## src/inc/spsc_pkg.sv

```systemverilog
package spsc_pkg;
   // encoded power state driving every pin group except the resume well inputs and usb port enables
   typedef enum logic [2:0] {
      SPSC_RESET,
      SPSC_RUN,
      SPSC_POS,
      SPSC_RAM,
      SPSC_DISK
   } spsc_state_e;
   // pin states after reset of the resume well
   localparam logic SPSC_GPIO_RST_OUT = 1'b0;
   localparam logic SPSC_GPIO_RST_OE = 1'b0;
   // suspend clock divider, half period in cycles
   localparam int SPSC_SUS_CLOCK_HALF = 4;
   // bus clock divider, half period in cycles
   localparam int SPSC_BUSCLK_HALF = 2;
   localparam int SPSC_DIV_W = 8;
endpackage

```

## src/hdl/spsc_clkdiv.sv

```systemverilog
`timescale 1ns/100ps
// free-running clock divider with a run gate; output held low when stopped
module spsc_clkdiv #(
   parameter int HALF = 4
) (
   input wire logic clk,
   input wire logic rst_n,
   input wire logic ce,
   input wire logic run,
   output logic clk_out
);
   logic [spsc_pkg::SPSC_DIV_W-1:0] cnt_q, cnt_d; // half-period counter
   logic lvl_q, lvl_d; // output level

   // next-state: toggle at terminal count, park low when stopped
   always_comb
   begin
      cnt_d = cnt_q;
      lvl_d = lvl_q;
      if (!run)
      begin
         cnt_d = '0;
         lvl_d = 1'b0;
      end
      else if (cnt_q == spsc_pkg::SPSC_DIV_W'(HALF - 1))
      begin
         cnt_d = '0;
         lvl_d = ~lvl_q;
      end
      else
         cnt_d = cnt_q + 1'b1;
   end

   // registers, frozen by clock enable
   always_ff @(posedge clk or negedge rst_n)
   begin
      if (!rst_n)
      begin
         cnt_q <= '0;
         lvl_q <= 1'b0;
      end
      else if (ce)
      begin
         cnt_q <= cnt_d;
         lvl_q <= lvl_d;
      end
   end

   assign clk_out = lvl_q;
endmodule // spsc_clkdiv

```

## src/hdl/spsc_gpio_hold.sv

```systemverilog
`timescale 1ns/100ps
// resume-well gpio pin state: functional on resume reset, kept on bus reset
module spsc_gpio_hold (
   input wire logic clk,
   input wire logic rst_n,
   input wire logic ce,
   input wire logic gpio_mode,
   input wire logic gpio_out,
   input wire logic gpio_oe,
   output logic pin_out,
   output logic pin_oe,
   output logic pin_gpio
);
   logic out_q, out_d; // last gpio drive level
   logic oe_q, oe_d; // last gpio enable
   logic mode_q, mode_d; // pin is in gpio mode

   // next-state: follow software while powered, nothing else clears it
   always_comb
   begin
      out_d = gpio_out;
      oe_d = gpio_oe;
      mode_d = gpio_mode;
   end

   // only resume reset lands here; bus reset never reaches this flop
   always_ff @(posedge clk or negedge rst_n)
   begin
      if (!rst_n)
      begin
         out_q <= spsc_pkg::SPSC_GPIO_RST_OUT;
         oe_q <= spsc_pkg::SPSC_GPIO_RST_OE;
         mode_q <= 1'b0;
      end
      else if (ce)
      begin
         out_q <= out_d;
         oe_q <= oe_d;
         mode_q <= mode_d;
      end
   end

   assign pin_out = out_q;
   assign pin_oe = oe_q & mode_q;
   assign pin_gpio = mode_q;
endmodule // spsc_gpio_hold

```

## src/hdl/spsc_top.sv

```systemverilog
`timescale 1ns/100ps
module spsc_top #(
   parameter int ACK_W = 4,
   parameter int OVC_W = 2
) (
   input wire logic CLK,
   input wire logic RESETN,
   input wire logic CE,
   input wire logic BUS_RESET_N,
   input wire logic [2:0] POWER_STATE,
   input wire logic SERIAL_INT_GPIO_MODE,
   input wire logic SERIAL_INT_GPIO_OUT,
   input wire logic SERIAL_INT_GPIO_OE,
   input wire logic SERIAL_INT_FLOAT_POS,
   input wire logic AUDIO_DATA_IN,
   input wire logic BOOT_ROM_SEL_IN,
   input wire logic [ACK_W-1:0] DMA_ACK_IN,
   input wire logic IO_READ_IN,
   input wire logic USB_REF_CLOCK_IN,
   input wire logic OSC_CLOCK_IN,
   input wire logic LID_SWITCH_IN,
   input wire logic BATTERY_LOW_N,
   input wire logic EXTERNAL_MGMT_INT_N,
   input wire logic RING_INDICATE_N,
   input wire logic THERMAL_ALARM_N,
   input wire logic DMA_REQUEST,
   input wire logic [OVC_W-1:0] USB_OVERCURRENT_N,
   input wire logic SERIALIZED_INTERRUPT_I,
   output logic SUSPEND_LEVEL_A_N,
   output logic SUSPEND_LEVEL_B_N,
   output logic SUSPEND_LEVEL_C_N,
   output logic SUSPEND_STATUS_N,
   output logic SUSPEND_CLOCK_OUT,
   output logic PROCESSOR_CLOCK_STOP_N,
   output logic PROCESSOR_CLOCK_STOP_OE,
   output logic BUS_CLOCK_STOP_N,
   output logic BUS_CLOCK_STOP_OE,
   output logic BUS_CLOCK_OUT,
   output logic AUDIO_LINK_DATA_OUT,
   output logic AUDIO_LINK_DATA_OE,
   output logic AUDIO_LINK_FRAME_SYNC,
   output logic SERIALIZED_INTERRUPT_O,
   output logic SERIALIZED_INTERRUPT_OE,
   output logic BOOT_ROM_SELECT_N,
   output logic BOOT_ROM_SELECT_OE,
   output logic [ACK_W-1:0] DMA_ACKNOWLEDGE_N,
   output logic DMA_ACKNOWLEDGE_OE,
   output logic IO_READ_STROBE_N,
   output logic IO_READ_STROBE_OE,
   output logic USB_PORT_ZERO_OE,
   output logic USB_PORT_ONE_OE,
   output logic USB_REF_CLOCK_SEEN,
   output logic OSC_CLOCK_SEEN,
   output logic [3:0] WAKE_INPUTS,
   output logic THERMAL_ALARM_SEEN,
   output logic DMA_REQUEST_SEEN,
   output logic [OVC_W-1:0] USB_OVERCURRENT_SEEN
);
   spsc_pkg::spsc_state_e st_q, st_d; // registered power state
   logic clk_div_run_sus; // suspend clock gate
   logic clk_div_run_bus; // bus clock gate
   logic gp_out, gp_oe, gp_mode; // held gpio pin state
   logic pos, ram_s, disk_s, rst_s; // state decodes

   // decode a raw code; illegal codes fall back to reset behaviour
   function automatic spsc_pkg::spsc_state_e decode_state(input logic [2:0] c);
      case (c)
         3'h1: decode_state = spsc_pkg::SPSC_RUN;
         3'h2: decode_state = spsc_pkg::SPSC_POS;
         3'h3: decode_state = spsc_pkg::SPSC_RAM;
         3'h4: decode_state = spsc_pkg::SPSC_DISK;
         default: decode_state = spsc_pkg::SPSC_RESET;
      endcase
   endfunction

   // next state: a single code steers all state-dependent pins together
   always_comb
   begin
      st_d = decode_state(POWER_STATE);
   end

   // state register, frozen when clock enable is low
   always_ff @(posedge CLK or negedge RESETN)
   begin
      if (!RESETN)
         st_q <= spsc_pkg::SPSC_RESET;
      else if (CE)
         st_q <= st_d;
   end

   assign rst_s = (st_q == spsc_pkg::SPSC_RESET);
   assign pos = (st_q == spsc_pkg::SPSC_POS);
   assign ram_s = (st_q == spsc_pkg::SPSC_RAM);
   assign disk_s = (st_q == spsc_pkg::SPSC_DISK);

   // gpio hold sits on the resume reset only; bus reset must not wipe it
   spsc_gpio_hold u_gpio (
      .clk(CLK),
      .rst_n(RESETN),
      .ce(CE),
      .gpio_mode(SERIAL_INT_GPIO_MODE),
      .gpio_out(SERIAL_INT_GPIO_OUT),
      .gpio_oe(SERIAL_INT_GPIO_OE),
      .pin_out(gp_out),
      .pin_oe(gp_oe),
      .pin_gpio(gp_mode)
   );

   assign clk_div_run_sus = !disk_s;
   // main well is down in disk suspend, so the bus clock parks there too
   assign clk_div_run_bus = !(pos || ram_s || disk_s);

   // suspend clock, stops low only in disk suspend
   spsc_clkdiv #(.HALF(spsc_pkg::SPSC_SUS_CLOCK_HALF)) u_suspend_clock_out (
      .clk(CLK),
      .rst_n(RESETN),
      .ce(CE),
      .run(clk_div_run_sus),
      .clk_out(SUSPEND_CLOCK_OUT)
   );

   // bus clock, parked low through pos and ram suspend
   spsc_clkdiv #(.HALF(spsc_pkg::SPSC_BUSCLK_HALF)) u_busclk (
      .clk(CLK),
      .rst_n(RESETN),
      .ce(CE),
      .run(clk_div_run_bus),
      .clk_out(BUS_CLOCK_OUT)
   );

   // suspend level outputs, active low
   assign SUSPEND_LEVEL_A_N = !(pos || ram_s || disk_s);
   assign SUSPEND_LEVEL_B_N = !(ram_s || disk_s);
   assign SUSPEND_LEVEL_C_N = !disk_s;
   assign SUSPEND_STATUS_N = !(rst_s || pos || ram_s || disk_s);

   // clock stop pins: isolation means driver off in ram suspend
   assign PROCESSOR_CLOCK_STOP_N = !pos;
   assign PROCESSOR_CLOCK_STOP_OE = !ram_s && !disk_s;
   assign BUS_CLOCK_STOP_N = !pos;
   assign BUS_CLOCK_STOP_OE = !ram_s && !disk_s;

   // audio link; data held low while the link is not in use
   assign AUDIO_LINK_DATA_OUT = (st_q == spsc_pkg::SPSC_RUN) ? AUDIO_DATA_IN : 1'b0;
   assign AUDIO_LINK_DATA_OE = !ram_s && !disk_s;
   assign AUDIO_LINK_FRAME_SYNC = 1'b0;

   // serial interrupt: gpio state, optionally floated in pos
   assign SERIALIZED_INTERRUPT_O = gp_out;
   assign SERIALIZED_INTERRUPT_OE = gp_oe && !ram_s && !disk_s
                                    && !(pos && SERIAL_INT_FLOAT_POS);

   // expansion bus strobes and selects; idle high outside run
   assign BOOT_ROM_SELECT_N = (st_q == spsc_pkg::SPSC_RUN) ? BOOT_ROM_SEL_IN : 1'b1;
   assign BOOT_ROM_SELECT_OE = !ram_s && !disk_s;
   assign DMA_ACKNOWLEDGE_N = (st_q == spsc_pkg::SPSC_RUN) ? DMA_ACK_IN : '1;
   assign DMA_ACKNOWLEDGE_OE = !ram_s && !disk_s;
   // strobe floats to its pull-up except in pos, where it is driven high
   assign IO_READ_STROBE_N = pos ? 1'b1 : IO_READ_IN;
   assign IO_READ_STROBE_OE = pos;

   // usb port is never driven by this block
   assign USB_PORT_ZERO_OE = 1'b0;
   assign USB_PORT_ONE_OE = 1'b0;

   // input isolation: main well inputs read inactive in ram and disk suspend (zero, thermal alarm one)
   assign USB_REF_CLOCK_SEEN = USB_REF_CLOCK_IN && !ram_s && !disk_s;
   assign OSC_CLOCK_SEEN = OSC_CLOCK_IN && !ram_s && !disk_s;
   assign THERMAL_ALARM_SEEN = THERMAL_ALARM_N || ram_s || disk_s;
   assign DMA_REQUEST_SEEN = DMA_REQUEST && !ram_s && !disk_s;
   // resume well inputs stay live in every state
   assign WAKE_INPUTS = {LID_SWITCH_IN, BATTERY_LOW_N,
                         EXTERNAL_MGMT_INT_N, RING_INDICATE_N};
   assign USB_OVERCURRENT_SEEN = USB_OVERCURRENT_N;

   // helper: run length of suspend clock low
   logic [7:0] sus_low_cnt_q;
   always_ff @(posedge CLK or negedge RESETN)
   begin
      if (!RESETN)
         sus_low_cnt_q <= '0;
      else if (CE)
         sus_low_cnt_q <= SUSPEND_CLOCK_OUT ? 8'h00 :
                          ((sus_low_cnt_q == 8'hff) ? 8'hff : sus_low_cnt_q + 8'h01);
   end

   property p_level_a;
      @(posedge CLK) disable iff (!RESETN)
      (pos || ram_s || disk_s) |-> !SUSPEND_LEVEL_A_N;
   endproperty
   a_level_a: assert property (p_level_a) else $error("level a not low in suspend");
   property p_level_b;
      @(posedge CLK) disable iff (!RESETN)
      pos |-> SUSPEND_LEVEL_B_N && !SUSPEND_LEVEL_A_N;
   endproperty
   a_level_b: assert property (p_level_b) else $error("level b wrong in pos");
   property p_level_c;
      @(posedge CLK) disable iff (!RESETN)
      ram_s |-> SUSPEND_LEVEL_C_N && !SUSPEND_LEVEL_B_N;
   endproperty
   a_level_c: assert property (p_level_c) else $error("level c wrong in ram");
   property p_status;
      @(posedge CLK) disable iff (!RESETN)
      (st_q == spsc_pkg::SPSC_RUN) |-> SUSPEND_STATUS_N;
   endproperty
   a_status: assert property (p_status) else $error("status low while running");
   property p_suspend_clock_out;
      @(posedge CLK) disable iff (!RESETN)
      (!disk_s && CE) [*8] |-> sus_low_cnt_q < 8'h10;
   endproperty
   a_suspend_clock_out: assert property (p_suspend_clock_out) else $error("suspend clock stalled");
   property p_cpustop;
      @(posedge CLK) disable iff (!RESETN)
      ram_s |-> !PROCESSOR_CLOCK_STOP_OE && !BUS_CLOCK_STOP_OE;
   endproperty
   a_cpustop: assert property (p_cpustop) else $error("stop pins driven in ram");
   property p_busclk;
      @(posedge CLK) disable iff (!RESETN)
      (pos && CE) ##1 (pos && CE) |-> !BUS_CLOCK_OUT;
   endproperty
   a_busclk: assert property (p_busclk) else $error("bus clock running in pos");
   property p_ioread;
      @(posedge CLK) disable iff (!RESETN)
      IO_READ_STROBE_OE |-> pos && IO_READ_STROBE_N;
   endproperty
   a_ioread: assert property (p_ioread) else $error("io read driven outside pos");
   property p_sync;
      @(posedge CLK) disable iff (!RESETN)
      !AUDIO_LINK_FRAME_SYNC && !(ram_s && AUDIO_LINK_DATA_OE);
   endproperty
   a_sync: assert property (p_sync) else $error("audio link wrong");

   // status goes low in every suspend
   property p_status_sus;
      @(posedge CLK) disable iff (!RESETN)
      (pos || ram_s || disk_s) |-> !SUSPEND_STATUS_N;
   endproperty
   a_status_sus: assert property (p_status_sus) else $error("status high in suspend");
   // reset state: status low, all levels high
   property p_reset_levels;
      @(posedge CLK) disable iff (!RESETN)
      rst_s |-> !SUSPEND_STATUS_N && SUSPEND_LEVEL_A_N && SUSPEND_LEVEL_B_N && SUSPEND_LEVEL_C_N;
   endproperty
   a_reset_levels: assert property (p_reset_levels) else $error("levels wrong in reset");
   // disk suspend drops level c and b
   property p_level_c_disk;
      @(posedge CLK) disable iff (!RESETN)
      disk_s |-> !SUSPEND_LEVEL_C_N && !SUSPEND_LEVEL_B_N;
   endproperty
   a_level_c_disk: assert property (p_level_c_disk) else $error("level c high in disk");
   // suspend clock parked one cycle into disk suspend
   property p_suspend_clock_out_disk;
      @(posedge CLK) disable iff (!RESETN)
      disk_s ##1 disk_s |-> !SUSPEND_CLOCK_OUT;
   endproperty
   a_suspend_clock_out_disk: assert property (p_suspend_clock_out_disk) else $error("suspend clock runs in disk");
   // both stop pins driven low in pos
   property p_stop_pos;
      @(posedge CLK) disable iff (!RESETN)
      pos |-> !PROCESSOR_CLOCK_STOP_N && !BUS_CLOCK_STOP_N
              && PROCESSOR_CLOCK_STOP_OE && BUS_CLOCK_STOP_OE;
   endproperty
   a_stop_pos: assert property (p_stop_pos) else $error("stop pins not low in pos");
   // stop pins high while reset or running
   property p_stop_idle;
      @(posedge CLK) disable iff (!RESETN)
      (rst_s || st_q == spsc_pkg::SPSC_RUN) |-> PROCESSOR_CLOCK_STOP_N && BUS_CLOCK_STOP_N;
   endproperty
   a_stop_idle: assert property (p_stop_idle) else $error("stop pin low while running");
   // audio data driven low in pos
   property p_audio_pos;
      @(posedge CLK) disable iff (!RESETN)
      pos |-> AUDIO_LINK_DATA_OE && !AUDIO_LINK_DATA_OUT;
   endproperty
   a_audio_pos: assert property (p_audio_pos) else $error("audio data not low in pos");
   // audio data released in ram suspend
   property p_audio_ram;
      @(posedge CLK) disable iff (!RESETN)
      ram_s |-> !AUDIO_LINK_DATA_OE;
   endproperty
   a_audio_ram: assert property (p_audio_ram) else $error("audio data driven in ram");
   // serial interrupt pin floats in ram suspend
   property p_serial_int;
      @(posedge CLK) disable iff (!RESETN)
      ram_s |-> !SERIALIZED_INTERRUPT_OE;
   endproperty
   a_serial_int: assert property (p_serial_int) else $error("serial interrupt driven in ram");
   // boot select driven high in reset and pos
   property p_boot_sel;
      @(posedge CLK) disable iff (!RESETN)
      (rst_s || pos) |-> BOOT_ROM_SELECT_N && BOOT_ROM_SELECT_OE;
   endproperty
   a_boot_sel: assert property (p_boot_sel) else $error("boot select not high");
   // acknowledges driven high in reset and pos, released in ram
   property p_dma_ack;
      @(posedge CLK) disable iff (!RESETN)
      ((rst_s || pos) |-> (&DMA_ACKNOWLEDGE_N) && DMA_ACKNOWLEDGE_OE) and (ram_s |-> !DMA_ACKNOWLEDGE_OE);
   endproperty
   a_dma_ack: assert property (p_dma_ack) else $error("dma acknowledge wrong");
   // clock inputs masked once the main well sleeps
   property p_clk_iso;
      @(posedge CLK) disable iff (!RESETN)
      (ram_s || disk_s) |-> !USB_REF_CLOCK_SEEN && !OSC_CLOCK_SEEN;
   endproperty
   a_clk_iso: assert property (p_clk_iso) else $error("clock input seen in suspend");
   // thermal alarm reads inactive in ram suspend
   property p_thermal;
      @(posedge CLK) disable iff (!RESETN)
      ram_s |-> THERMAL_ALARM_SEEN;
   endproperty
   a_thermal: assert property (p_thermal) else $error("thermal alarm seen in ram");
   // dma request masked in ram suspend
   property p_dma_req;
      @(posedge CLK) disable iff (!RESETN)
      ram_s |-> !DMA_REQUEST_SEEN;
   endproperty
   a_dma_req: assert property (p_dma_req) else $error("dma request seen in ram");
   // bus clock parked in ram suspend
   property p_busclk_ram;
      @(posedge CLK) disable iff (!RESETN)
      ram_s ##1 ram_s |-> !BUS_CLOCK_OUT;
   endproperty
   a_busclk_ram: assert property (p_busclk_ram) else $error("bus clock running in ram");
   // clock enable low freezes the state register
   property p_freeze;
      @(posedge CLK) disable iff (!RESETN)
      !CE |=> $stable(st_q);
   endproperty
   a_freeze: assert property (p_freeze) else $error("state moved with enable low");
   // a pos code is taken at the next enabled edge
   property p_take_pos;
      @(posedge CLK) disable iff (!RESETN)
      (CE && POWER_STATE == 3'h2) |=> pos;
   endproperty
   a_take_pos: assert property (p_take_pos) else $error("pos code not taken");

   c_pos: cover property (@(posedge CLK) disable iff (!RESETN) pos);
   c_ram: cover property (@(posedge CLK) disable iff (!RESETN) pos ##1 ram_s);
   c_disk: cover property (@(posedge CLK) disable iff (!RESETN) disk_s);
   c_disk_exit: cover property (@(posedge CLK) disable iff (!RESETN) disk_s ##1 !disk_s);
   c_freeze: cover property (@(posedge CLK) disable iff (!RESETN) !CE ##1 !CE);
endmodule // spsc_top

```

## config.mk

```make
export PLATFORM = sky130hd
export DESIGN_NAME = spsc_top
export DESIGN_NICKNAME = d
export VERILOG_FILES = /design/src/inc/spsc_pkg.sv /design/src/hdl/spsc_clkdiv.sv /design/src/hdl/spsc_gpio_hold.sv /design/src/hdl/spsc_top.sv
export SDC_FILE = /design/constraint.sdc
export NUM_CORES = 1
export LEC_CHECK = 0
export CAP_MARGIN = 30
export CORE_MARGIN = 1.5
export CORE_UTILIZATION = 56
export DETAILED_ROUTE_END_ITERATION = 8
export DONT_BUFFER_PORTS = 1
export GPL_ROUTABILITY_DRIVEN = 0
export MAX_ROUTING_LAYER = met4
export PLACE_DENSITY_LB_ADDON = 0.3
export SYNTH_ARGS = -nofsm -noshare
export SYNTH_HDL_FRONTEND = slang
export SYNTH_HIERARCHICAL = 1
export SYNTH_SLANG_ARGS = --single-unit
```

## constraint.sdc

```tcl
create_clock -name CLK -period 1.7 [get_ports CLK]
set_input_delay 0.17 -clock CLK [delete_from_list [all_inputs] [get_ports CLK]]
set_output_delay 0.17 -clock CLK [all_outputs]
set_load 0.05 [all_outputs]
```

==> run_summary.xml, run 1 <==
<?xml version="1.0" encoding="UTF-8"?>
<metrics>
  <group name="outcome">
    <metric name="run_status" unit="">finished with violations</metric>
    <metric name="failing_checks" unit="">setup timing</metric>
  </group>
  <group name="synth">
    <metric name="largest_cells_by_area_after_synthesis" unit="">dfrtp_1, buf_4, nand2b_1</metric>
    <metric name="yosysUniqueCellTypes" unit="">44</metric>
    <metric name="synth_top_area_cell" unit="">dfrtp_1</metric>
    <metric name="netlist_instances" unit="">158</metric>
    <metric name="avgSynthCellArea" unit="um2">9.53</metric>
    <metric name="synth.cell_area" unit="mm2">0.00151</metric>
    <metric name="synth_flop_cell" unit="">dfrtp_1</metric>
    <metric name="synth-seq-area-share" unit="%">39.9</metric>
    <metric name="synth-edff-count" unit="">0</metric>
    <metric name="ys_seq_elements" unit="">24</metric>
    <metric name="postSynth.asyncResetShare" unit="%">100</metric>
    <metric name="yosysWarningCount" unit="">6</metric>
    <metric name="synth_top_area_share" unit="%">39.9</metric>
  </group>
  <group name="timing">
    <metric name="achievable-frequency" unit="GHz">0.536</metric>
    <metric name="finalWorstPathRequiredPeriod" unit="ps">1870</metric>
    <metric name="fin_setup_tns" unit="ps">-2330</metric>
    <metric name="finalMaxSlewViolations" unit="">0</metric>
    <metric name="clock_skew" unit="ps">3.02</metric>
    <metric name="setup_slack" unit="ps">-165</metric>
    <metric name="setup-violations-final" unit="">25</metric>
    <metric name="final-hold-violation-count" unit="">0</metric>
    <metric name="final_min_period_over_clock_period" unit="%">110</metric>
    <metric name="grt_setup_unrepaired" unit="">true</metric>
  </group>
  <group name="cts">
    <metric name="tritoncts" unit="">built</metric>
    <metric name="cts.path.max_buffers" unit="">2</metric>
    <metric name="ctsHtreeMaxLevel" unit="">1</metric>
    <metric name="numClockSinks" unit="">24</metric>
    <metric name="clk_pin_slew" unit="ps">130</metric>
    <metric name="tritoncts.num_buffers" unit="">3</metric>
    <metric name="worst_skew_pair.late_latency" unit="ps">320</metric>
    <metric name="cts_root_buffer" unit="">clkbuf_4</metric>
  </group>
  <group name="grt">
    <metric name="peak_usage_layer_in_the_global_routing_report" unit="">met2</metric>
    <metric name="grt_start_max_net_pins" unit="">25</metric>
    <metric name="m1_gr_usage" unit="%">32.1</metric>
    <metric name="grt_pass1_vias" unit="">1214</metric>
    <metric name="groute.usage.overall" unit="%">28.9</metric>
    <metric name="grt.overflow.total" unit="">0</metric>
    <metric name="global_route_wire_length_before_repair" unit="um">5810</metric>
    <metric name="antenna_violations_before_repair" unit="">0</metric>
    <metric name="grt_met2_use" unit="%">50.6</metric>
    <metric name="grt_use_met3" unit="%">5.74</metric>
  </group>
  <group name="min_path">
    <metric name="timing.hold.worst_path_depth" unit="">1</metric>
    <metric name="hp-class" unit="">in2reg</metric>
  </group>
  <group name="worst_setup_path">
    <metric name="critPathLaunchType" unit="">flop</metric>
    <metric name="worst-path-max-fanout" unit="">7</metric>
    <metric name="worstSetupEndpointType" unit="">output pin</metric>
    <metric name="type_of_the_worst_setup_path" unit="">reg2out</metric>
    <metric name="critPathArrivalTime" unit="ps">1700</metric>
    <metric name="critical_path_required" unit="ps">1530</metric>
    <metric name="reg2reg_depth" unit="">8</metric>
  </group>
  <group name="floorplan">
    <metric name="io_pins" unit="">65</metric>
    <metric name="width_of_the_die" unit="um">54.9</metric>
    <metric name="fp.dieH" unit="um">54.9</metric>
    <metric name="floorplan.initialDensity" unit="%">59.7</metric>
    <metric name="die_area" unit="mm2">0.00301</metric>
    <metric name="std_cell_rows" unit="">18</metric>
    <metric name="coreArea" unit="mm2">0.00252</metric>
  </group>
  <group name="power">
    <metric name="power-per-cell-area" unit="mW/mm2">1020</metric>
    <metric name="p_total" unit="uW">2070</metric>
    <metric name="worst_vdd_ir" unit="mV">0.755</metric>
    <metric name="power.leakage" unit="uW">0.000905</metric>
  </group>
  <group name="placed_design">
    <metric name="detailedPlacementHpwl" unit="um">2270</metric>
    <metric name="numPortBuffers" unit="">0</metric>
  </group>
  <group name="route">
    <metric name="initialDrtViolationCount" unit="">45</metric>
    <metric name="vias_after_detailed_routing" unit="">1368</metric>
    <metric name="post_drt_via_cell_ratio" unit="">6.22</metric>
    <metric name="ant_nets" unit="">0</metric>
    <metric name="drt_pre_antenna_iters" unit="">4</metric>
    <metric name="detail_route.wl_per_cell" unit="um">19.6</metric>
    <metric name="route.detailed.drc" unit="">0</metric>
    <metric name="detail_route.wirelength" unit="um">4310</metric>
  </group>
  <group name="finish">
    <metric name="antennaDiodeCount" unit="">0</metric>
    <metric name="design.final.nets" unit="">223</metric>
    <metric name="area_growth" unit="%">35.0</metric>
    <metric name="post_route_cells_drive_above_1_share" unit="%">40.0</metric>
  </group>
  <group name="run">
    <metric name="maxCapViolations" unit="">0</metric>
  </group>
</metrics>
[kinds of logic (layout without fill, tap and decap cells)]
logic type      after synthesis  after routing  share of synthesized area (%)
compound gates               27             27                           12.4
xor+xnor                      3              3                           1.74
fa+ha+maj                     3              3                           2.49
buf+inv                      27             57                           10.5
flops                        24             24                           39.9
mux                           6              6                           4.32
other cells                   1              3                          0.249
simple gates                 67             67                           28.4
[worst paths after layout]
kind,endpoint,from,slack (ps)
worst max-delay path,SUSPEND_LEVEL_A_N,st_q[1],-170
worst min-delay path,u_gpio/oe_q,CE,3
worst max register to register,u_busclk/cnt_q[7],st_q[1],-110
worst min register to register,u_gpio/pin_gpio,u_gpio/pin_gpio,530
max in group asynchronous,st_q[0],RESETN,1110
min in group asynchronous,u_suspend_clock_out/clk_out,RESETN,150
[registers in the layout, indices dropped and copies added, names as in the netlist]
signal and cells:
st_q 3, u_busclk/clk_out 1, u_busclk/cnt_q 8, u_gpio/oe_q 1, u_gpio/pin_gpio 1, u_gpio/pin_out 1
u_suspend_clock_out/clk_out 1, u_suspend_clock_out/cnt_q 8
[cells in the final DEF, fill, tap and decap left out, types with 3 or more instances in the layout]
| cell type | count |
|---|---|
| a21oi_1 | 3 |
| buf_4 | 20 |
| buf_6 | 9 |
| nor3b_4 | 3 |
| mux2_2 | 4 |
| nand2b_1 | 3 |
| conb_1 | 3 |
| nand2_1 | 8 |
| clkbuf_4 | 3 |
| buf_8 | 3 |
| dfrtp_1 | 22 |
| nand4_1 | 4 |
| o21ai_1 | 3 |
| inv_1 | 8 |
| ha_1 | 3 |
| nand2b_4 | 5 |
| nor3b_2 | 3 |
| nor2_1 | 6 |
| o21ai_0 | 6 |
| dlygate4sd3_1 | 7 |
| and3_1 | 3 |
| nand3_1 | 8 |
| nor3_2 | 3 |
[metrics by stage]
step	hold slack [ps]	area, um2	utilization, %	instances	setup WS, ps
4_1_cts	2.15	1880	74.4	211	-79.1
5_1_grt	-11.8	2030	80.7	220	-220
3_5_place_dp	-125	1700	67.3	197	65.1
2_1_floorplan	-126	1560	-	160	-336
6_report	3.34	2030	80.7	220	-165
3_3_place_gp	-125	1700	67.3	197	116
[area by class of cell]
type | count | area [um2]
clock buffers | 4 | 36.3
fillers | 150 | 488
inverters | 11 | 45.0
multi-input cells | 109 | 878
flip-flops and latches | 24 | 603
well taps | 30 | 37.5
repair buffers | 42 | 434
[report_power, final]
group	total, uW	internal [uW]	switching [uW]
Sequential	901	707	194
Combinational	853	363	490
Clock	312	131	181
[routing by layer]
metal	vias up	routed length (um)
met2	63	2380
met1	677	1510
met4	0	133
li1	612	-
met3	16	282
met5	-	0
[Yosys cell counts (2+ instances only)]
master	number
a211o_1	2
a21o_2	2
a21oi_1	3
and2_1	2
and3_1	3
and4_1	2
buf_4	15
dfrtp_1	24
ha_1	3
inv_1	11
mux2_2	4
mux2i_1	2
nand2_1	9
nand2b_1	8
nand3_1	8
nand3b_1	2
nand4_1	4
nor2_1	7
nor3_1	5
nor3b_1	5
nor4b_2	2
o21ai_0	9
o22ai_1	2
o311ai_0	2
o31ai_1	2
xnor2_1	2
[worst max-delay path: stages, from the launching register on]
cell	delay, ps
dfrtp_1	450
buf_6	140
nor3b_4	260
clkinvlp_4	180
o21a_4	180
buf_8	160
[timing repair]
item                                    in CTS  in global routing
endpoints found under the hold margin       34                  3
gates resized for setup                     16                 24
buffers inserted                             5                  6
gates cloned                                 0                  0
pin swaps                                    2                  2
endpoints found under the setup margin      13                 31
hold buffers                                 5                  2
(Power assumes the default switching activity.)
==> run 2: changes to the inputs <==
--- a/config.mk
+++ b/config.mk
@@ -11,7 +11,6 @@
 export DETAILED_ROUTE_END_ITERATION = 8
 export DONT_BUFFER_PORTS = 1
 export GPL_ROUTABILITY_DRIVEN = 0
-export MAX_ROUTING_LAYER = met4
 export PLACE_DENSITY_LB_ADDON = 0.3
 export SYNTH_ARGS = -nofsm -noshare
 export SYNTH_HDL_FRONTEND = slang
==> run 2 against run 1 <==
Effect of this change:
- the run still ends with setup timing left
- count of clock-buffer cells in the layout stayed put
- setup slack improved by 7.1 ps
- design area unchanged
- sequential share of layout area unchanged
- via count fell by 1.5%
- combinational power about the same
- critical path type unchanged
- largest power group unchanged
==> run_summary.xml, run 2 (synthesis results as in run 1) <==
<?xml version="1.0" encoding="UTF-8"?>
<metrics>
  <group name="outcome">
    <metric name="run_status" unit="">finished with violations</metric>
    <metric name="failing_checks" unit="">setup timing</metric>
  </group>
  <group name="worst_setup_path">
    <metric name="cell_with_the_largest_stage_delay_on_the_worst_path" unit="">dfrtp_1</metric>
    <metric name="worst-path-max-fanout" unit="">7</metric>
    <metric name="crit_path_max_incr_delay" unit="ps">440</metric>
    <metric name="critPathLaunchType" unit="">flop</metric>
    <metric name="critical_path_required" unit="ps">1530</metric>
    <metric name="setup.reg_to_reg.worst_slack" unit="ps">-100</metric>
    <metric name="critPathArrivalTime" unit="ps">1690</metric>
    <metric name="worstSetupEndpointType" unit="">output pin</metric>
    <metric name="cell_chain_critical_path" unit="">buf_6, nor3b_4, clkinvlp_4, o21a_4, buf_8</metric>
    <metric name="type_of_the_worst_setup_path" unit="">reg2out</metric>
  </group>
  <group name="grt">
    <metric name="grt.overflow.total" unit="">0</metric>
    <metric name="grt_start_max_net_pins" unit="">25</metric>
    <metric name="global_route_wire_length_before_repair" unit="um">5820</metric>
    <metric name="grt_pass1_vias" unit="">1215</metric>
    <metric name="groute.usage.overall" unit="%">28.2</metric>
    <metric name="antenna_violations_before_repair" unit="">0</metric>
  </group>
  <group name="finish">
    <metric name="final_design_area_no_fill" unit="mm2">0.00203</metric>
    <metric name="area_growth" unit="%">35.0</metric>
    <metric name="design.final.nets" unit="">223</metric>
    <metric name="layout.cells.most_common_list" unit="">dfrtp_1, buf_4, buf_6</metric>
    <metric name="layout_commonest_cell" unit="">dfrtp_1</metric>
    <metric name="finalNonFillerCells" unit="">220</metric>
    <metric name="top_regs" unit="">u_busclk/cnt_q: 8 flops, u_suspend_clock_out/cnt_q: 8 flops, st_q: 3 flops</metric>
    <metric name="fillerInstances" unit="">150</metric>
    <metric name="post_route_cells_drive_above_1_share" unit="%">40.0</metric>
    <metric name="antennaDiodeCount" unit="">0</metric>
  </group>
  <group name="power">
    <metric name="cell_int_power" unit="uW">1200</metric>
    <metric name="p_seq_share" unit="%">43.6</metric>
    <metric name="pwr-share-comb" unit="%">41.4</metric>
    <metric name="switching_part_of_the_total_power" unit="%">41.8</metric>
    <metric name="power.leakage" unit="uW">0.000905</metric>
    <metric name="worst_vdd_ir" unit="mV">0.756</metric>
    <metric name="net-switching-power" unit="uW">862</metric>
    <metric name="power-per-cell-area" unit="mW/mm2">1010</metric>
    <metric name="p_clk_share" unit="%">15.1</metric>
    <metric name="p_total" unit="uW">2060</metric>
  </group>
  <group name="cts">
    <metric name="ctsHtreeMaxLevel" unit="">1</metric>
    <metric name="tritoncts.num_buffers" unit="">3</metric>
    <metric name="cts.path.max_buffers" unit="">2</metric>
    <metric name="numClockSinks" unit="">24</metric>
    <metric name="worst_skew_pair.late_latency" unit="ps">320</metric>
    <metric name="tritoncts" unit="">built</metric>
    <metric name="cts_root_buffer" unit="">clkbuf_4</metric>
    <metric name="clk_pin_slew" unit="ps">130</metric>
  </group>
  <group name="route">
    <metric name="detail_route.wl_per_cell" unit="um">19.3</metric>
    <metric name="initialDrtViolationCount" unit="">50</metric>
    <metric name="ant_nets" unit="">0</metric>
    <metric name="vias_after_detailed_routing" unit="">1348</metric>
    <metric name="route.top_layer_used" unit="">met4</metric>
    <metric name="met3RoutedLength" unit="um">222</metric>
    <metric name="detail_route.wirelength" unit="um">4240</metric>
    <metric name="drt_pre_antenna_iters" unit="">4</metric>
    <metric name="post_drt_via_cell_ratio" unit="">6.13</metric>
    <metric name="route.detailed.drc" unit="">0</metric>
    <metric name="met1_length" unit="um">1530</metric>
    <metric name="dr_wl_met2" unit="um">2360</metric>
  </group>
  <group name="timing">
    <metric name="finalWorstPathRequiredPeriod" unit="ps">1860</metric>
    <metric name="final-hold-violation-count" unit="">0</metric>
    <metric name="achievable-frequency" unit="GHz">0.538</metric>
    <metric name="setup-violations-final" unit="">24</metric>
    <metric name="finalMaxSlewViolations" unit="">0</metric>
    <metric name="clock_skew" unit="ps">2.97</metric>
    <metric name="setup_slack" unit="ps">-158</metric>
    <metric name="fin_setup_tns" unit="ps">-2260</metric>
    <metric name="final_min_period_over_clock_period" unit="%">109</metric>
    <metric name="grt_setup_unrepaired" unit="">true</metric>
    <metric name="fin_hold_ws" unit="ps">11.3</metric>
  </group>
  <group name="floorplan">
    <metric name="io_pins" unit="">65</metric>
    <metric name="width_of_the_die" unit="um">54.9</metric>
    <metric name="fp.dieH" unit="um">54.9</metric>
    <metric name="coreArea" unit="mm2">0.00252</metric>
    <metric name="std_cell_rows" unit="">18</metric>
    <metric name="die_area" unit="mm2">0.00301</metric>
    <metric name="floorplan.initialDensity" unit="%">59.7</metric>
  </group>
  <group name="placed_design">
    <metric name="dpl_cell_area" unit="mm2">0.00170</metric>
    <metric name="detailedPlacementHpwl" unit="um">2270</metric>
    <metric name="dpl.cell_count" unit="">197</metric>
    <metric name="numPortBuffers" unit="">0</metric>
  </group>
  <group name="run">
    <metric name="maxCapViolations" unit="">0</metric>
  </group>
  <group name="min_path">
    <metric name="hp-class" unit="">in2reg</metric>
  </group>
</metrics>
## run 2: stage by stage
step                      utilization, %  setup WS, ps
final                               80.7          -158
after global routing                80.7          -213
after CTS                           74.4         -79.1
after detailed placement            67.3          65.1
after global placement              67.3           116
after floorplan                        -          -336
## run 2: what timing repair did
item                                    4_1_cts  5_1_grt
hold buffers                                  5        2
hold endpoints to repair                     34        3
buffers inserted                              5        6
pin swaps                                     2        2
cloned                                        0        0
endpoints found under the setup margin       13       31
resized for setup                            16       24
## run 2: power groups by stage
| stage | clock network [uW] | registers [uW] | logic [uW] |
|---|---|---|---|
| CTS | 309 | 887 | 769 |
| floorplan | 0 | 910 | 548 |
| finish | 311 | 899 | 853 |
| detailed placement | 0 | 899 | 704 |
| global placement | 0 | 886 | 683 |
| global route | 337 | 920 | 922 |
## run 2: worst paths after layout
check | depth (start not counted) | end | start
min in group asynchronous | 1 | u_suspend_clock_out/clk_out | RESETN
worst min-delay path | 2 | u_busclk/cnt_q[1] | CE
worst max-delay path | 5 | SUSPEND_LEVEL_A_N | st_q[1]
max in group asynchronous | 2 | st_q[2] | RESETN
worst min register to register | 1 | u_gpio/pin_gpio | u_gpio/pin_gpio
worst max register to register | 8 | u_busclk/cnt_q[7] | st_q[1]
## run 2: routing by layer
metal  GRT usage (%)  vias up
met5               0        -
li1                -      611
met3            5.74       14
met2            50.6       56
met1            32.2      667
met4            11.3        0
## run 2: cell type report
cell class	count	area, um2	share of cell area [%]
timing repair buffer	42	434	21.3
clock buffer	4	36.3	1.78
inverter	11	45.0	2.21
multi-input combinational	109	878	43.2
sequential	24	603	29.6
tap	30	37.5	1.85
## run 2: critical path: cells and delay by family (launching register included)
kind / cells / cell delay [ps]
buffers and inverters: 3 / 480
DFF: 1 / 440
and+or+nand+nor: 1 / 260
AOI/OAI and AO/OA: 1 / 180
